[config.mk]
export PLATFORM = sky130hd
export DESIGN_NAME = lrr_rtc_regs
export DESIGN_NICKNAME = d
export VERILOG_FILES = /design/src/core/lrr_pkg.sv /design/src/core/lrr_rtc_regs.sv /design/src/core/lrr_sample_timer.sv
export VERILOG_INCLUDE_DIRS = /design/src /design/src/core
export SDC_FILE = /design/constraint.sdc
export NUM_CORES = 1
export LEC_CHECK = 0
export ABC_AREA = 1
export BUFFER_PORTS_ARGS = -buffer_cell sky130_fd_sc_hd__buf_2
export CAP_MARGIN = 25
export CELL_PAD_IN_SITES_DETAIL_PLACEMENT = 1
export CELL_PAD_IN_SITES_GLOBAL_PLACEMENT = 2
export CORE_MARGIN = 2
export CORE_UTILIZATION = 32
export CTS_CLUSTER_DIAMETER = 40
export CTS_CLUSTER_SIZE = 8
export DETAILED_ROUTE_END_ITERATION = 8
export GPL_TIMING_DRIVEN = 0
export PLACE_DENSITY = 0.81
export SYNTH_ARGS = -nofsm -noshare
export SYNTH_HDL_FRONTEND = slang
export SYNTH_SLANG_ARGS = --single-unit
[constraint.sdc]
create_clock -name i_clk -period 2.7 [get_ports i_clk]
set_input_delay 0.54 -clock i_clk [delete_from_list [all_inputs] [get_ports i_clk]]
set_output_delay 0.54 -clock i_clk [all_outputs]
set_load 0.02 [all_outputs]
[src/core/lrr_params.svh]
// Offsets, field positions, reset values and timing counts of the logger RTC
`ifndef LRR_PARAMS_SVH
`define LRR_PARAMS_SVH

`define LRR_ADDR_SECONDS     16'h0200
`define LRR_ADDR_MINUTES     16'h0201
`define LRR_ADDR_HOURS       16'h0202
`define LRR_ADDR_DATE        16'h0203
`define LRR_ADDR_MONTH       16'h0204
`define LRR_ADDR_YEAR        16'h0205
`define LRR_ADDR_RATE_LOW    16'h0206
`define LRR_ADDR_RATE_HIGH   16'h0207
`define LRR_ADDR_TEMP_LOW    16'h0208
`define LRR_ADDR_TEMP_HIGH   16'h0209
`define LRR_ADDR_HUMID_LOW   16'h020a
`define LRR_ADDR_HUMID_HIGH  16'h020b
`define LRR_ADDR_TRES_LOW    16'h020c
`define LRR_ADDR_TRES_HIGH   16'h020d
`define LRR_ADDR_HRES_LOW    16'h020e
`define LRR_ADDR_HRES_HIGH   16'h020f
`define LRR_ADDR_TEMP_EN     16'h0210
`define LRR_ADDR_HUMID_EN    16'h0211
`define LRR_ADDR_RTC_CTL     16'h0212

// Writable bits of each byte; the rest read zero, except the humidity enable upper bits, which read ones
`define LRR_MASK_SECONDS     8'h7f
`define LRR_MASK_MINUTES     8'h7f
`define LRR_MASK_HOURS       8'h7f
`define LRR_MASK_DATE        8'h3f
`define LRR_MASK_MONTH       8'h9f
`define LRR_MASK_RATE_HIGH   8'h3f
`define LRR_MASK_CTL2        8'h03
`define LRR_HUMID_EN_ONES    6'h3f

`define LRR_HOUR_MODE_BIT    6
`define LRR_HOUR_PM_BIT      5
`define LRR_CENTURY_FLAG_BIT         7
`define LRR_UNIT_SEC_BIT     1
`define LRR_OSC_BIT          0
`define LRR_HIGH_EN_BIT      1
`define LRR_LOW_EN_BIT       0

`define LRR_RST_DATE         8'h01
`define LRR_RST_MONTH        8'h01
`define LRR_TEMP_OVER_WIDE   16'hffe0
`define LRR_TEMP_OVER_NARROW 16'hff00

`define LRR_ALM_TEMP_LOW     0
`define LRR_ALM_TEMP_HIGH    1
`define LRR_ALM_HUMID_LOW    2
`define LRR_ALM_HUMID_HIGH   3

`define LRR_SECOND_NS        1000000000
`define LRR_CLK_PERIOD_NS    5

`endif

[src/core/lrr_pkg.sv]
// Types shared by the logger RTC and result logic
package lrr_pkg;

  typedef struct packed {
    logic        wr;
    logic        rd;
    logic [15:0] addr;
    logic [7:0]  wdata;
  } lrr_reg_req_s;

  typedef struct packed {
    logic        valid;
    logic        humid;
    logic        under;
    logic        over;
    logic [15:0] raw;
  } lrr_conv_s;

  typedef struct packed {
    logic        valid;
    logic        humid;
    logic        wide;
    logic [15:0] data;
  } lrr_log_s;

endpackage : lrr_pkg

[src/core/lrr_rtc_regs.sv]
// Logger register page: BCD clock, sample rate, results, thresholds
//
// Contract
// - Fixed-zero clock bits read zero, ignore writes
// - Time fields held as tens/units BCD digits
// - Hours bit 6 selects 12-hour mode
// - Bit 5 is PM, or twenty-hours digit
// - Century bit writable, toggles on 99 to 00
// - February 29 when year divisible by four
// - Sample interval counted in seconds or minutes
// - Sample rate 14 bits, top bits zero
// - Sample rate zero behaves as one
// - No writes accepted during a mission
// - Temperature low byte keeps three bits only
// - Out-of-range temperature gives zeros, or ones in the kept bits only
// - Temperature codes unsigned, half or sixteenth degrees
// - Latest temperature matches logged sample encoding
// - Temperature alarm compares high byte only
// - Humidity always taken as full sixteen bits
// - Humidity MSB at high byte bit 7
// - Humidity low byte logged in both widths, marked by wide
// - Humidity alarm compares raw high byte only
// - Enabled temperature high alarm sets temperature high flag
// - Control bit 1 selects seconds sample unit
`timescale 1ns/100ps
`default_nettype none
`include "lrr_params.svh"
module lrr_rtc_regs
  import lrr_pkg::*;
#(
  parameter int TICK_CYCLES = `LRR_SECOND_NS / `LRR_CLK_PERIOD_NS
)(
  input  wire logic         i_clk,
  input  wire logic         i_arst_n,
  input  wire logic         i_ce,
  input  wire lrr_reg_req_s i_req,
  input  wire lrr_conv_s    i_conv,
  input  wire logic         i_mission_active,
  input  wire logic         i_temp_log_wide,
  input  wire logic         i_humid_log_wide,
  output logic [7:0]        o_rd_data,
  output logic              o_rd_valid,
  output lrr_log_s          o_log,
  output logic [3:0]        o_alarm_set,
  output logic              o_sample_due
);

  ////////////////////////////////////////////////////////////////////////////
  // BCD helpers

  function automatic logic [7:0] bcd_inc(input logic [7:0] v);
    if (v[3:0] == 4'h9)
      bcd_inc = {4'(v[7:4] + 4'h1), 4'h0};
    else
      bcd_inc = {v[7:4], 4'(v[3:0] + 4'h1)};
  endfunction : bcd_inc

  // 10 is 2 modulo 4, so only the tens LSB matters
  function automatic logic is_leap(input logic [7:0] y);
    logic [3:0] s;
    s = {2'h0, y[4], 1'b0} + y[3:0];
    is_leap = (s[1:0] == 2'h0);
  endfunction : is_leap

  function automatic logic [7:0] month_days(input logic [4:0] m,
                                            input logic [7:0] y);
    unique case (m)
      5'h02:                      month_days = is_leap(y) ? 8'h29 : 8'h28;
      5'h04, 5'h06, 5'h09, 5'h11: month_days = 8'h30;
      default:                    month_days = 8'h31;
    endcase
  endfunction : month_days

  ////////////////////////////////////////////////////////////////////////////
  // Registers

  logic [7:0]  clock_seconds;
  logic [7:0]  clock_minutes;
  logic [7:0]  clock_hours;
  logic [7:0]  calendar_date;
  logic [7:0]  calendar_month;
  logic [7:0]  calendar_year;
  logic [7:0]  sample_interval_low;
  logic [7:0]  sample_interval_high;
  logic [7:0]  temp_low_threshold;
  logic [7:0]  temp_high_threshold;
  logic [7:0]  humid_low_threshold;
  logic [7:0]  humid_high_threshold;
  logic [15:0] temp_result;
  logic [15:0] humid_result;
  logic [1:0]  temp_alarm_en;
  logic [1:0]  humid_alarm_en;
  logic [1:0]  rtc_ctl;
  logic [31:0] presc;
  logic        sec_tick;
  logic        host_wr;
  logic        time_wr;
  logic        adv;
  logic        day_carry;
  logic        month_carry;
  logic        year_carry;
  logic [7:0]  next_seconds;
  logic [7:0]  next_minutes;
  logic [7:0]  next_hours;
  logic [7:0]  next_date;
  logic [7:0]  next_month;
  logic [7:0]  next_year;
  logic [7:0]  rd_mux;
  logic [15:0] temp_code;
  logic        sample_unit_seconds;
  logic        osc_on;

  assign sample_unit_seconds = rtc_ctl[`LRR_UNIT_SEC_BIT];
  assign osc_on  = rtc_ctl[`LRR_OSC_BIT];
  assign host_wr = i_req.wr && !i_mission_active;
  assign time_wr = host_wr && i_req.addr >= `LRR_ADDR_SECONDS
                   && i_req.addr <= `LRR_ADDR_YEAR;
  // A host write to the time bytes takes this tick's place
  assign adv     = sec_tick && osc_on && !time_wr;

  ////////////////////////////////////////////////////////////////////////////
  // One-second time base

  always_ff @(posedge i_clk or negedge i_arst_n)
  begin
    if (!i_arst_n)
    begin
      presc    <= '0;
      sec_tick <= 1'b0;
    end
    else if (i_ce)
    begin
      sec_tick <= 1'b0;
      if (!osc_on)
        presc <= '0;
      else if (presc == 32'(TICK_CYCLES - 1))
      begin
        presc    <= '0;
        sec_tick <= 1'b1;
      end
      else
        presc <= presc + 32'h1;
    end
  end

  ////////////////////////////////////////////////////////////////////////////
  // Calendar next state

  always_comb
  begin
    logic [7:0] hinc;
    hinc         = bcd_inc({3'h0, clock_hours[4:0]});
    next_seconds = clock_seconds;
    next_minutes = clock_minutes;
    next_hours   = clock_hours;
    next_date    = calendar_date;
    next_month   = calendar_month;
    next_year    = calendar_year;
    day_carry    = 1'b0;
    month_carry  = 1'b0;
    year_carry   = 1'b0;
    if (adv && clock_seconds == 8'h59 && clock_minutes == 8'h59)
    begin
      if (clock_hours[`LRR_HOUR_MODE_BIT])
      begin
        if (clock_hours[4:0] == 5'h12)
          next_hours = {clock_hours[7:5], 5'h01};
        else
        begin
          next_hours = {clock_hours[7:5], hinc[4:0]};
          if (clock_hours[4:0] == 5'h11)
          begin
            next_hours[`LRR_HOUR_PM_BIT] = ~clock_hours[`LRR_HOUR_PM_BIT];
            day_carry = clock_hours[`LRR_HOUR_PM_BIT];
          end
        end
      end
      else if (clock_hours[5:0] == 6'h23)
      begin
        next_hours = {clock_hours[7:6], 6'h00};
        day_carry  = 1'b1;
      end
      else
        next_hours = {clock_hours[7:6], 6'(bcd_inc({2'h0, clock_hours[5:0]}))};
    end
    if (adv)
    begin
      next_seconds = (clock_seconds == 8'h59) ? 8'h00
                     : bcd_inc(clock_seconds);
      if (clock_seconds == 8'h59)
        next_minutes = (clock_minutes == 8'h59) ? 8'h00
                       : bcd_inc(clock_minutes);
    end
    if (day_carry)
    begin
      month_carry = (calendar_date
                     == month_days(calendar_month[4:0], calendar_year));
      next_date   = month_carry ? `LRR_RST_DATE : bcd_inc(calendar_date);
    end
    if (month_carry)
    begin
      year_carry = (calendar_month[4:0] == 5'h12);
      next_month = {calendar_month[7:5], year_carry ? 5'h01
                    : 5'(bcd_inc({3'h0, calendar_month[4:0]}))};
    end
    if (year_carry)
    begin
      next_year = (calendar_year == 8'h99) ? 8'h00 : bcd_inc(calendar_year);
      if (calendar_year == 8'h99)
        next_month[`LRR_CENTURY_FLAG_BIT] = ~calendar_month[`LRR_CENTURY_FLAG_BIT];
    end
  end

  ////////////////////////////////////////////////////////////////////////////
  // Clock and calendar bytes

  always_ff @(posedge i_clk or negedge i_arst_n)
  begin
    if (!i_arst_n)
    begin
      clock_seconds  <= 8'h00;
      clock_minutes  <= 8'h00;
      clock_hours    <= 8'h00;
      calendar_date  <= `LRR_RST_DATE;
      calendar_month <= `LRR_RST_MONTH;
      calendar_year  <= 8'h00;
    end
    else if (i_ce)
    begin
      clock_seconds  <= next_seconds;
      clock_minutes  <= next_minutes;
      clock_hours    <= next_hours;
      calendar_date  <= next_date;
      calendar_month <= next_month;
      calendar_year  <= next_year;
      if (time_wr)
      begin
        unique case (i_req.addr)
          `LRR_ADDR_SECONDS:
            clock_seconds  <= i_req.wdata & `LRR_MASK_SECONDS;
          `LRR_ADDR_MINUTES:
            clock_minutes  <= i_req.wdata & `LRR_MASK_MINUTES;
          `LRR_ADDR_HOURS:
            clock_hours    <= i_req.wdata & `LRR_MASK_HOURS;
          `LRR_ADDR_DATE:
            calendar_date  <= i_req.wdata & `LRR_MASK_DATE;
          `LRR_ADDR_MONTH:
            calendar_month <= i_req.wdata & `LRR_MASK_MONTH;
          default:
            calendar_year  <= i_req.wdata;
        endcase
      end
    end
  end

  ////////////////////////////////////////////////////////////////////////////
  // Rate, thresholds and control bytes

  always_ff @(posedge i_clk or negedge i_arst_n)
  begin
    if (!i_arst_n)
    begin
      sample_interval_low  <= 8'h00;
      sample_interval_high <= 8'h00;
      temp_low_threshold   <= 8'h00;
      temp_high_threshold  <= 8'h00;
      humid_low_threshold  <= 8'h00;
      humid_high_threshold <= 8'h00;
      temp_alarm_en        <= 2'h0;
      humid_alarm_en       <= 2'h0;
      rtc_ctl              <= 2'h0;
    end
    else if (i_ce)
    begin
      if (i_mission_active)
        rtc_ctl[`LRR_OSC_BIT] <= 1'b1;
      if (host_wr)
      begin
        case (i_req.addr)
          `LRR_ADDR_RATE_LOW:   sample_interval_low  <= i_req.wdata;
          `LRR_ADDR_RATE_HIGH:
            sample_interval_high <= i_req.wdata & `LRR_MASK_RATE_HIGH;
          `LRR_ADDR_TEMP_LOW:   temp_low_threshold   <= i_req.wdata;
          `LRR_ADDR_TEMP_HIGH:  temp_high_threshold  <= i_req.wdata;
          `LRR_ADDR_HUMID_LOW:  humid_low_threshold  <= i_req.wdata;
          `LRR_ADDR_HUMID_HIGH: humid_high_threshold <= i_req.wdata;
          `LRR_ADDR_TEMP_EN:    temp_alarm_en        <= i_req.wdata[1:0];
          `LRR_ADDR_HUMID_EN:   humid_alarm_en       <= i_req.wdata[1:0];
          `LRR_ADDR_RTC_CTL:    rtc_ctl              <= i_req.wdata[1:0];
          default:              ;
        endcase
      end
    end
  end

  ////////////////////////////////////////////////////////////////////////////
  // Conversion results, log strobe and alarm events

  always_comb
  begin
    if (i_conv.under)
      temp_code = 16'h0000;
    else if (i_conv.over)
      temp_code = i_temp_log_wide ? `LRR_TEMP_OVER_WIDE
                                  : `LRR_TEMP_OVER_NARROW;
    else
      temp_code = {i_conv.raw[15:8],
                   i_temp_log_wide ? {i_conv.raw[7:5], 5'h00} : 8'h00};
  end

  always_ff @(posedge i_clk or negedge i_arst_n)
  begin
    if (!i_arst_n)
    begin
      temp_result  <= 16'h0000;
      humid_result <= 16'h0000;
      o_log        <= '0;
      o_alarm_set  <= 4'h0;
    end
    else if (i_ce)
    begin
      o_log       <= '0;
      o_alarm_set <= 4'h0;
      if (i_conv.valid && !i_conv.humid)
      begin
        temp_result <= temp_code;
        o_log <= '{valid: i_mission_active, humid: 1'b0,
                   wide: i_temp_log_wide, data: temp_code};
        if (i_mission_active)
        begin
          o_alarm_set[`LRR_ALM_TEMP_HIGH] <= temp_alarm_en[`LRR_HIGH_EN_BIT]
            && temp_code[15:8] >= temp_high_threshold;
          o_alarm_set[`LRR_ALM_TEMP_LOW] <= temp_alarm_en[`LRR_LOW_EN_BIT]
            && temp_code[15:8] <= temp_low_threshold;
        end
      end
      if (i_conv.valid && i_conv.humid)
      begin
        humid_result <= i_conv.raw;
        o_log <= '{valid: i_mission_active, humid: 1'b1,
                   wide: i_humid_log_wide, data: i_conv.raw};
        if (i_mission_active)
        begin
          o_alarm_set[`LRR_ALM_HUMID_HIGH] <= humid_alarm_en[`LRR_HIGH_EN_BIT]
            && i_conv.raw[15:8] >= humid_high_threshold;
          o_alarm_set[`LRR_ALM_HUMID_LOW] <= humid_alarm_en[`LRR_LOW_EN_BIT]
            && i_conv.raw[15:8] <= humid_low_threshold;
        end
      end
    end
  end

  ////////////////////////////////////////////////////////////////////////////
  // Read path

  always_comb
  begin
    case (i_req.addr)
      `LRR_ADDR_SECONDS:    rd_mux = clock_seconds;
      `LRR_ADDR_MINUTES:    rd_mux = clock_minutes;
      `LRR_ADDR_HOURS:      rd_mux = clock_hours;
      `LRR_ADDR_DATE:       rd_mux = calendar_date;
      `LRR_ADDR_MONTH:      rd_mux = calendar_month;
      `LRR_ADDR_YEAR:       rd_mux = calendar_year;
      `LRR_ADDR_RATE_LOW:   rd_mux = sample_interval_low;
      `LRR_ADDR_RATE_HIGH:  rd_mux = sample_interval_high;
      `LRR_ADDR_TEMP_LOW:   rd_mux = temp_low_threshold;
      `LRR_ADDR_TEMP_HIGH:  rd_mux = temp_high_threshold;
      `LRR_ADDR_HUMID_LOW:  rd_mux = humid_low_threshold;
      `LRR_ADDR_HUMID_HIGH: rd_mux = humid_high_threshold;
      `LRR_ADDR_TRES_LOW:   rd_mux = temp_result[7:0];
      `LRR_ADDR_TRES_HIGH:  rd_mux = temp_result[15:8];
      `LRR_ADDR_HRES_LOW:   rd_mux = humid_result[7:0];
      `LRR_ADDR_HRES_HIGH:  rd_mux = humid_result[15:8];
      `LRR_ADDR_TEMP_EN:    rd_mux = {6'h00, temp_alarm_en};
      `LRR_ADDR_HUMID_EN:   rd_mux = {`LRR_HUMID_EN_ONES, humid_alarm_en};
      `LRR_ADDR_RTC_CTL:    rd_mux = {6'h00, rtc_ctl};
      default:              rd_mux = 8'h00;
    endcase
  end

  always_ff @(posedge i_clk or negedge i_arst_n)
  begin
    if (!i_arst_n)
    begin
      o_rd_data  <= 8'h00;
      o_rd_valid <= 1'b0;
    end
    else if (i_ce)
    begin
      o_rd_valid <= i_req.rd;
      if (i_req.rd)
        o_rd_data <= rd_mux;
    end
  end

  ////////////////////////////////////////////////////////////////////////////
  // Sample-interval counter

  lrr_sample_timer #(
    .RATE_W (14)
  ) u_sample_timer (
    .i_clk          (i_clk),
    .i_arst_n       (i_arst_n),
    .i_ce           (i_ce),
    .i_sec_tick     (adv),
    .i_min_tick     (adv && clock_seconds == 8'h59),
    .i_unit_seconds (sample_unit_seconds),
    .i_rate         ({sample_interval_high[5:0], sample_interval_low}),
    .i_run          (i_mission_active),
    .o_due          (o_sample_due)
  );

  ////////////////////////////////////////////////////////////////////////////
  // Checks

  a_zero_bits_clear: assert property (
    @(posedge i_clk) disable iff (!i_arst_n)
    !clock_seconds[7] && !clock_minutes[7] && !clock_hours[7]
    && calendar_date[7:6] == 2'h0 && calendar_month[6:5] == 2'h0)
    else $error("fixed-zero clock bit is set");

  a_rate_top_zero: assert property (
    @(posedge i_clk) disable iff (!i_arst_n)
    sample_interval_high[7:6] == 2'h0)
    else $error("sample rate top bits not zero");

  a_mission_locked: assert property (
    @(posedge i_clk) disable iff (!i_arst_n)
    i_ce && i_mission_active && i_req.wr
    && i_req.addr == `LRR_ADDR_RATE_LOW |=> $stable(sample_interval_low))
    else $error("sample rate written during mission");

  a_pm_flip: assert property (
    @(posedge i_clk) disable iff (!i_arst_n)
    i_ce && adv && clock_hours[6] && clock_hours[4:0] == 5'h11
    && clock_minutes == 8'h59 && clock_seconds == 8'h59
    |=> clock_hours[4:0] == 5'h12 && clock_hours[5] != $past(clock_hours[5]))
    else $error("12-hour PM bit did not flip at twelve");

  a_century_wrap: assert property (
    @(posedge i_clk) disable iff (!i_arst_n)
    i_ce && year_carry && calendar_year == 8'h99
    |=> calendar_year == 8'h00
        && calendar_month[7] != $past(calendar_month[7]))
    else $error("century bit did not toggle on year wrap");

  a_leap_day: assert property (
    @(posedge i_clk) disable iff (!i_arst_n)
    i_ce && day_carry && calendar_month[4:0] == 5'h02
    && calendar_date == 8'h28 && is_leap(calendar_year)
    |=> calendar_date == 8'h29)
    else $error("leap day not inserted");

  a_temp_over: assert property (
    @(posedge i_clk) disable iff (!i_arst_n)
    i_ce && i_conv.valid && !i_conv.humid && i_conv.over && !i_conv.under
    && i_temp_log_wide |=> temp_result == `LRR_TEMP_OVER_WIDE)
    else $error("wide over-range temperature code wrong");

  a_temp_high_alarm: assert property (
    @(posedge i_clk) disable iff (!i_arst_n)
    i_ce && i_mission_active && i_conv.valid && !i_conv.humid
    && temp_alarm_en[1] && temp_code[15:8] >= temp_high_threshold
    |=> o_alarm_set[`LRR_ALM_TEMP_HIGH])
    else $error("temperature high alarm not raised");

  a_humid_word: assert property (
    @(posedge i_clk) disable iff (!i_arst_n)
    i_ce && i_conv.valid && i_conv.humid
    |=> humid_result == $past(i_conv.raw) && o_log.humid
        && o_log.wide == $past(i_humid_log_wide))
    else $error("humidity word not captured whole");

endmodule : lrr_rtc_regs
`default_nettype wire

[src/core/lrr_sample_timer.sv]
// Sample-interval counter in seconds or minutes
`timescale 1ns/100ps
`default_nettype none
module lrr_sample_timer
  import lrr_pkg::*;
#(
  parameter int RATE_W = 14
)(
  input  wire logic              i_clk,
  input  wire logic              i_arst_n,
  input  wire logic              i_ce,
  input  wire logic              i_sec_tick,
  input  wire logic              i_min_tick,
  input  wire logic              i_unit_seconds,
  input  wire logic [RATE_W-1:0] i_rate,
  input  wire logic              i_run,
  output logic                   o_due
);

  logic [RATE_W-1:0] count;
  logic [RATE_W-1:0] eff_rate;
  logic              unit_tick;

  assign eff_rate  = (i_rate == '0) ? RATE_W'(1) : i_rate;
  assign unit_tick = i_unit_seconds ? i_sec_tick : i_min_tick;

  always_ff @(posedge i_clk or negedge i_arst_n)
  begin
    if (!i_arst_n)
    begin
      count <= '0;
      o_due <= 1'b0;
    end
    else if (i_ce)
    begin
      o_due <= 1'b0;
      if (!i_run)
        count <= '0;
      else if (unit_tick)
      begin
        if (count + RATE_W'(1) >= eff_rate)
        begin
          count <= '0;
          o_due <= 1'b1;
        end
        else
          count <= count + RATE_W'(1);
      end
    end
  end

  a_zero_as_one: assert property (
    @(posedge i_clk) disable iff (!i_arst_n)
    i_ce && i_run && i_rate == '0 && unit_tick |=> o_due)
    else $error("zero sample rate did not log every unit");

  a_due_unit: assert property (
    @(posedge i_clk) disable iff (!i_arst_n)
    o_due |-> $past(unit_tick) && $past(i_run))
    else $error("sample due without a unit tick");

endmodule : lrr_sample_timer
`default_nettype wire

* Yosys cells after proc, flatten, opt, wreduce, memory -nomap -nowiden
Index checks and enable logic that the tools add are counted.
Word-level totals: flip-flop bits (word level) 212, input port bits 52, word-level logic and storage cells 200, output and inout bits 33
Cells by class: add/subtract/negate cells 16, mux-type cells 73, $lt $le $gt $ge 7, bitwise logic cells 2, equality and inequality tests 40, reduce and logical (&&, ||, !) cells 33
Operator list (number):
- $eq 16x10->1 const B | 19
- $mux 8 | 28
- $pmux 8 s19 | 1
- $mux 32 | 2
- $mux 14 | 4
- $add 4x1->4 const B | 10
- $mux 19 | 2
- $add 32x1->32 const B | 1
- $eq 32x28->1 const B | 1
- $mux 16 | 2
- $reduce_and 3->1 | 9
- $eq 4x4->1 const B | 6
- $eq 5x5->1 const B | 4
- $mux 1 | 20
- $mux 5 | 4
- $mux 6 | 3
- $eq 8x7->1 const B | 2
- $ge 16x10->1 const B | 1
- $ge 8x8->1 | 2
- $le 16x10->1 const B | 1
- $le 8x8->1 | 2
- $add 14x1->14 const B | 1
- $ge 14x14->1 | 1
- $logic_not 14->1 | 1
- other kinds (20) | 44

* Logic depth before layout (Yosys ltp)
Gate-level depths: netlist of the first run.
depth in word-level cells 16, mapped depth 18, depth with buffers taken out 17

* Hierarchy
A second synthesis of the first run with hierarchy kept.
Unflattened totals: cell total of the unflattened synthesis 1792, area total of the unflattened synthesis 13041.3 um^2
By module, submodules not included:
- lrr_rtc_regs | sequential area each 4732.0 um^2, times used 1, area an instance 11526.1 um^2, cells an instance 1537
- lrr_sample_timer | sequential area each 375.4 um^2, times used 1, area an instance 1515.2 um^2, cells an instance 255

* Worst setup path before layout of the first run
Ideal clock, no wire load.
kind reg2reg, from register u_sample_timer.count[0], to register u_sample_timer.count[9], period minus slack after synthesis 2.679 ns, data arrival time 2.597 ns, buffers on the path 1, required time 2.617 ns, setup slack 0.021 ns, cell stages (with the launch flop) 18, setup time 0.083 ns, cells stage by stage dfrtp_1 > ha_1 > nand2_1 > nor2_1 > nand3_1 > nor3_1 > nand3_1 > xor2_1 > ha_1 > nand2_1 > nor2_1 > nand2_1 > o211a_1 > nand3_1 > nor3_4 > buf_2 > nand2_1 > o21ai_0
Between the ends: word-level cells in the longest chain between the ends 5
RTL lines:
- from (decl) | line lrr_sample_timer.sv:20 | logic [RATE_W-1:0] count;
- from (signal assigned) | line lrr_sample_timer.sv:47 | count <= count + RATE_W'(1);
- $add 14x1->14 (*) | line lrr_sample_timer.sv:41, lrr_sample_timer.sv:47
- $ge 14x14->1 | line lrr_sample_timer.sv:41 | if (count + RATE_W'(1) >= eff_rate)
- $mux 14 (*) | line lrr_sample_timer.sv:41
- $mux 14 (*) | line lrr_sample_timer.sv:39 | else if (unit_tick)
- $mux 14 (*) | line lrr_sample_timer.sv:37 | if (!i_run)
Every way passes the cells marked *; elsewhere a longest branch is shown, timed or not. The select of a mux whose other input is x is not followed. A chain may end at the register's enable or synchronous reset.

* Worst setup path in the final report of the first run
from register u_sample_timer.count[0], to register u_sample_timer.count[3]
The elaborated chain is that of the path after synthesis.

==> impl_metrics.ini, run 1 <==
[worst_setup_path]
critical_path.cell_chain = ha_2 > nand2_2 > nor2_4 > nand3_4 > nor3_4 > nand3_2 > xor2_2 > ha_1 > nand2_2 > buf_4 > nor3_1 > nand2_1 > nand3_2 > nor3_4 > buf_6 > nand2_2 > o21ai_2
crit_type = reg2reg
slowest_stage = dfrtp_1
critPathTopFamily = simple AND/OR/NAND/NOR gates
path_max_fanout = 5
worst_ep_required_time_ns = 3.14
cp_common_cell = nand2_2
cp_slowest_stage_delay_ns = 0.40
critPathArrivalTime_ns = 3.40
critPathBufInv = 2
startpoint_type = flip-flop
endpoint_kind = flip-flop

[logic_synthesis]
syn-num-nets = 1911
syn_inst = 1794
syn-cell-area_mm2 = 0.0132
ys_seq_area_share_pct = 38.7
yosysTopAreaCell = dfrtp_1
synth_area_leaders = dfrtp_1 (38%), nand2_1 (12%), inv_1 (7.2%)
avgSynthCellArea_um2 = 7.35
synth_top_area_share_pct = 38.3
ys_warn_count = 0
ys_async_sr_fraction_pct = 100
synth_edf_count = 0
synth-main-ff-cell = dfrtp_1
yosysUniqueCellTypes = 61
yosys_register_bits = 204

[sta]
whs_ns = 0.192
setup_viol_count_final = 15
period_share_pct = 110
fmax_ghz = 0.338
skew_ns = 0.0206
slew_viol_final = 0
final.min_clock_period_ns = 2.96
grt_setup_unrepaired = true
hold_viol = 0
relSlewSlack_pct = 28.6
fin_ws_ns = -0.260
tightest_slew_ns = 1.07

[route]
wirelength_um = 50900
avgRoutedWirePerCell_um = 20.3
wl_met2_um = 24000
avgViaCountPerCell = 5.29
drc = 0
vias = 13267
wl_met3_um = 2340
drtIter0Drc = 894
antenna_left = 0
dr.max_layer_used = met4
drt_pass1_iterations = 5
wl_met1_um = 22900

[global_route]
grt_overflow_total = 0
antenna_found_initial = 1
grt_max_degree = 85
grt_pass1_vias = 13989
track_usage_pct = 23.8
grt_pass1_wl_um = 80500

[power]
ir_drop_uv = 378
leakagePower_nw = 7.66
p_per_area_mw_per_mm2 = 645

[floorplanning]
floorplan.die_area_mm2 = 0.0429
start_util_pct = 32.4
die_y_um = 207
rows = 74
fp.dieW_um = 207
core_mm2 = 0.0407
pin_count = 85

[clock_network]
cts_tree = yes
clock_latency_ns = 0.57
htree_levels = 2
path_clk_slew_ns = 0.05
cts_root_buffer = clkbuf_16
numCtsBuffers = 42
clock_sinks = 204
cts_max_path_buffers = 3

[cells_and_area]
diodes = 0
drive_gt1_share_pct = 14.6
fin_nets = 2065
syn_to_final_growth_pct = 23.0
final_util_pct = 39.8

[run_status]
violations = negative setup slack
status = finished, violations left

[placement]
place_congestion = 0.890
dp_hpwl_um = 38300
portBuffers = 83

[flow_run]
drv_cap = 0

[hold_path]
min_path_type = in2reg
-- final timing paths --
| check | slack [ns] | to | depth (start not counted) | from |
|---|---|---|---|---|
| worst min register to register | 0.48 | humid_high_threshold[4] | 2 | humid_high_threshold[4] |
| max in group asynchronous | 1.39 | presc[5] | 3 | i_arst_n |
| worst max register to register | -0.26 | u_sample_timer.count[3] | 17 | u_sample_timer.count[0] |
| min in group asynchronous | 0.50 | u_sample_timer.count[10] | 2 | i_arst_n |
| worst min-delay path | 0.19 | o_log[1] | 3 | i_conv[1] |
| worst max-delay path | -0.26 | u_sample_timer.count[3] | 17 | u_sample_timer.count[0] |
-- cell type report --
type | instances | area [µm²]
plain buffers | 43 | 199
clock buffers | 52 | 1150
clock inverters | 22 | 332
fillers | 5066 | 24500
inverters | 266 | 1000
multi-input cells | 1281 | 7100
flip-flops and latches | 204 | 5110
well taps | 532 | 666
repair buffers | 110 | 676
-- metal layers --
metal	GRT usage [%]	vias to the layer above
met5	0	-
met4	9.11	0
met3	3.35	84
met2	39.0	308
met1	31.8	6589
li1	-	6286
-- stage by stage --
step	setup slack (ns)	instances	power, mW	area (µm²)	TNS, ns
floorplan	0.0207	1794	4.41	13200	0
global placement	-2.77	2409	4.91	14300	-565.44
detailed placement	-0.666	2411	4.96	14300	-10.50
CTS	-0.172	2502	10.6	16100	-2.10
global route	-0.456	2510	10.9	16200	-6.24
finish	-0.260	2510	10.5	16200	-3.52
-- cell usage after synthesis (3+ instances only) --
cell / count
inv_1: 254
buf_1: 5
a22oi_1: 6
o22ai_1: 49
inv_2: 10
clkbuf_1: 27
nand3_4: 3
nand4_1: 44
o31ai_1: 5
nor3_1: 46
nand2_2: 6
o21ai_1: 16
xor2_1: 35
nor2_1: 146
o221ai_1: 6
o211ai_1: 5
nand3_2: 5
nor4_1: 17
nor2_4: 10
o41ai_1: 3
a21oi_1: 69
ha_1: 65
nor2_2: 8
o2111ai_1: 3
nor3b_1: 3
nand3_1: 106
buf_2: 6
o21ai_0: 169
nand2_1: 418
nand2_4: 3
dfrtp_1: 202
-- flip-flops by register name (all words and copies together) (netlist names), 11 cells and up --
name / count
humid_result: 16
presc: 32
temp_result: 11
u_sample_timer.count: 14
o_log: 19
-- layout by cell type (no fill, tap or decap), types with 49 or more instances in the layout --
master   count
buf_2       88
o22ai_1     49
nand3_1    101
dfrtp_1    202
nor2_1     140
a21oi_1     68
inv_1      254
ha_1        62
nand2_1    405
o21ai_0    157
-- what timing repair did --
| item | in CTS | in global routing |
|---|---|---|
| cloned | 1 | 0 |
| buffers inserted | 15 | 7 |
| hold buffers | 1 | 0 |
| resized for setup | 49 | 13 |
| hold endpoints to repair | 49 | 0 |
| setup endpoints to repair | 15 | 17 |
| pin swaps | 3 | 11 |
-- where the power goes --
group	total, mW	switching (mW)	internal (mW)	leakage, nW
clock network	5.54	1.79	3.75	0.734
logic	1.36	0.945	0.416	4.25
registers	3.57	0.244	3.33	2.67
total	10.5	2.97	7.50	7.66
-- worst reg2reg max path: stages (launching register included) --
cell and delay, ns:
dfrtp_1 0.40, ha_2 0.22, nand2_2 0.07, nor2_4 0.15, nand3_4 0.09, nor3_4 0.28
nand3_2 0.14, xor2_2 0.17, ha_1 0.29, nand2_2 0.07, buf_4 0.13, nor3_1 0.25
nand2_1 0.11, nand3_2 0.12, nor3_4 0.07, buf_6 0.17, nand2_2 0.07, o21ai_2 0.05
-- kinds of logic after synthesis --
group,count (synthesis),synth area share [%]
AO/OA/AOI/OAI,351,15.0
XOR/XNOR,36,2.39
adder cells (fa/ha/maj),65,6.17
buffers and inverters,309,9.05
flip-flops,204,38.7
AND/OR/NAND/NOR,829,28.7
No activity file was read; power rests on OpenSTA's default activity.
==> inputs of run 2 (changes only) <==
- ABC_AREA: 1 -> 0
- CORE_UTILIZATION: 32 -> 35
- PLACE_DENSITY: 0.81 -> 0.82
==> impl_metrics.ini, run 2 <==
[run_status]
status = finished, violations left
violations = negative setup slack

[logic_synthesis]
syn-cell-area_mm2 = 0.0127
syn-num-nets = 1538
syn_inst = 1421
synth-adder-area-share_pct = 6.40
yosysTopAreaCell = dfrtp_1
synth-compound-area-share_pct = 21.5
synth_area_leaders = dfrtp_1 (40%), ha_1 (6.4%), nand2_1 (5.9%)
ys_warn_count = 0
yosysUniqueCellTypes = 88
synth_xor_area_share_pct = 1.10
synth_simple_gate_area_share_pct = 20.5
avgSynthCellArea_um2 = 8.95
yosys_register_bits = 204
synth-main-ff-cell = dfrtp_1
synth_top_family_by_area = compound AO/OA/AOI/OAI gates
muxShareOfSynthArea_pct = 5.21
synth_commonest_cells = dfrtp_1 (202), nand2_1 (200), o21ai_0 (138)
synth_edf_count = 0
ys_async_sr_fraction_pct = 100
ys_seq_area_share_pct = 40.2
synth_most_common_cell = dfrtp_1
synth_top_area_share_pct = 39.8

[sta]
hold_viol = 0
tightest_slew_ns = 1.08
period_share_pct = 102
fmax_ghz = 0.362
relSlewSlack_pct = 28.1
whs_ns = 0.226
skew_ns = 0.0133
grt_setup_unrepaired = true
final.min_clock_period_ns = 2.76
setup_viol_count_final = 12
fin_ws_ns = -0.0608
finalSetupTns_ns = -0.323
slew_viol_final = 0

[route]
drc = 0
wirelength_um = 50000
vias = 12123
drt_pass1_iterations = 5
avgRoutedWirePerCell_um = 24.2
avgViaCountPerCell = 5.86
antenna_left = 0
drtIter0Drc = 819

[cells_and_area]
final_util_pct = 44.9
fillCellCount = 4101
final_common_cell = nand2_1
syn_to_final_growth_pct = 26.0
fin_nets = 1693
finish.cell_count_without_fillers = 2070
multiInputGateArea_mm2 = 0.00733
final_area_mm2 = 0.0160
regArea_mm2 = 0.00511
drive_gt1_share_pct = 22.4
largest-register = presc
largest_reg_flops = 32
biggestRegsByFlops = presc (32), o_log (19), humid_result (16)
final_cell_mix = nand2_1 (197), dfrtp_1 (196), o21ai_0 (134)

[worst_setup_path]
crit_type = reg2reg
path_max_fanout = 5
slowest_stage = dfrtp_1
cp-startpoint = u_sample_timer.count[1]
startpoint_type = flip-flop
endpoint_kind = flip-flop
worst_ep_required_time_ns = 3.18
reg2reg_from = u_sample_timer.count[1]
cp_slowest_stage_delay_ns = 0.41
critPathArrivalTime_ns = 3.24
critical_path.cell_chain = and3_4 > nand3_4 > nor2_4 > nand2_1 > nor3_2 > xor2_1 > ha_1 > buf_4 > nand2_1 > a2bb2oi_2 > and3_4 > nand3_4 > a21oi_2 > a21o_1

[flow_run]
drv_cap = 0

[global_route]
grt_overflow_total = 0
antenna_found_initial = 3
track_usage_pct = 26.5
grt_pass1_wl_um = 76800
grt_max_degree = 92
grt_pass1_vias = 12810

[floorplanning]
fp.dieW_um = 195
start_util_pct = 35.7
pin_count = 85
core_mm2 = 0.0357
die_y_um = 195
floorplan.die_area_mm2 = 0.0379
rows = 69

[placement]
place_inst = 1968
dpl_cell_area_mm2 = 0.0138
place_congestion = 0.896
dp_hpwl_um = 36200
portBuffers = 81

[power]
leakagePower_nw = 7.17
p_per_area_mw_per_mm2 = 638
ir_drop_uv = 434

[clock_network]
path_clk_slew_ns = 0.05
clock_sinks = 204
cts_max_path_buffers = 3
clock_latency_ns = 0.54
cts_tree = yes
htree_levels = 2
cts_root_buffer = clkbuf_16
numCtsBuffers = 43

[hold_path]
min_path_type = in2reg
holdCritStartpoint = i_conv[1]
## run 2: cell count changes in the layout (fill, tap and decap cells not counted), sizes merged, moves of 16 or more
cell    previous run  this run
nand2            427       200
inv              267        89
nor2             165        82
nand3            114        42
o21ai            186       141
mux2               0        35
o22ai             49        14
a22o               2        36
and3               1        28
xor2              35         9
clkbuf            80       105
nand4             48        23
nor3              49        29
a21o               1        17
## run 2: worst max-delay path: cells and delay by family, from the launching register on
kind	cells	cell delay [ns]
simple gates	8	1.18
compound gates	3	0.45
flops	1	0.41
fa+ha+maj	1	0.28
xor+xnor	1	0.21
buf+inv	1	0.15
## run 2: cells by family (layout without fill, tap and decap cells)
logic type                 Yosys count  count (layout)
DFF                                204             204
AOI/OAI and AO/OA                  405             405
other                                0               2
adders and majority gates           65              65
and+or+nand+nor                    521             522
xor gates and xnor gates            16              16
buffers and inverters              157             342
muxes                               53              53
## run 2: area by class of cell
class / instances / share of cell area, %
multi-input cells: 1061 / 45.7
inverters: 88 / 2.06
clock inverters: 19 / 2.31
repair buffers: 110 / 4.29
clock buffers: 57 / 7.87
flip-flops and latches: 204 / 31.9
well taps: 461 / 3.60
diodes: 2 / 0.0312
plain buffers: 68 / 2.14
## run 2: power by group
part / switching, mW / leakage (nW) / internal (mW) / total, mW
clock network: 1.79 / 0.802 / 4.21 / 6.01
registers: 0.145 / 2.64 / 3.20 / 3.35
logic: 0.595 / 3.72 / 0.274 / 0.869
total: 2.53 / 7.17 / 7.69 / 10.2
## run 2: worst paths after layout
| path | end | slack (ns) | cells past startpoint |
|---|---|---|---|
| max in group asynchronous | o_log[10] | 0.98 | 4 |
| max | u_sample_timer.count[2] | -0.06 | 14 |
| min reg2reg | o_log[17] | 0.47 | 1 |
| max reg2reg | u_sample_timer.count[2] | -0.06 | 14 |
| min | humid_result[1] | 0.23 | 3 |
| min in group asynchronous | calendar_date[2] | 0.53 | 2 |
## run 2: through the flow
step / setup slack, ns / total power, mW
after floorplan: 0.0170 / 3.78
after global placement: -2.80 / 4.19
after detailed placement: -1.05 / 4.23
after CTS: -0.0814 / 10.3
after global routing: -0.213 / 10.6
final: -0.0608 / 10.2
## run 2: routing by layer
layer	share of wire, %	up-vias	global-route usage [%]
met1	43	6184	34.3
met3	5.7	104	4.77
met5	0.026	-	0
met4	3.8	2	10.8
li1	-	5487	-
met2	48	346	43.6
## run 2: what timing repair did
| action | in CTS | in global routing |
|---|---|---|
| pin swaps | 27 | 19 |
| resized for setup | 51 | 55 |
| setup buffers | 14 | 9 |
| endpoints found under the setup margin | 98 | 56 |
| hold buffers | 1 | 0 |
| hold endpoints to repair | 50 | 0 |
| cloned | 1 | 0 |
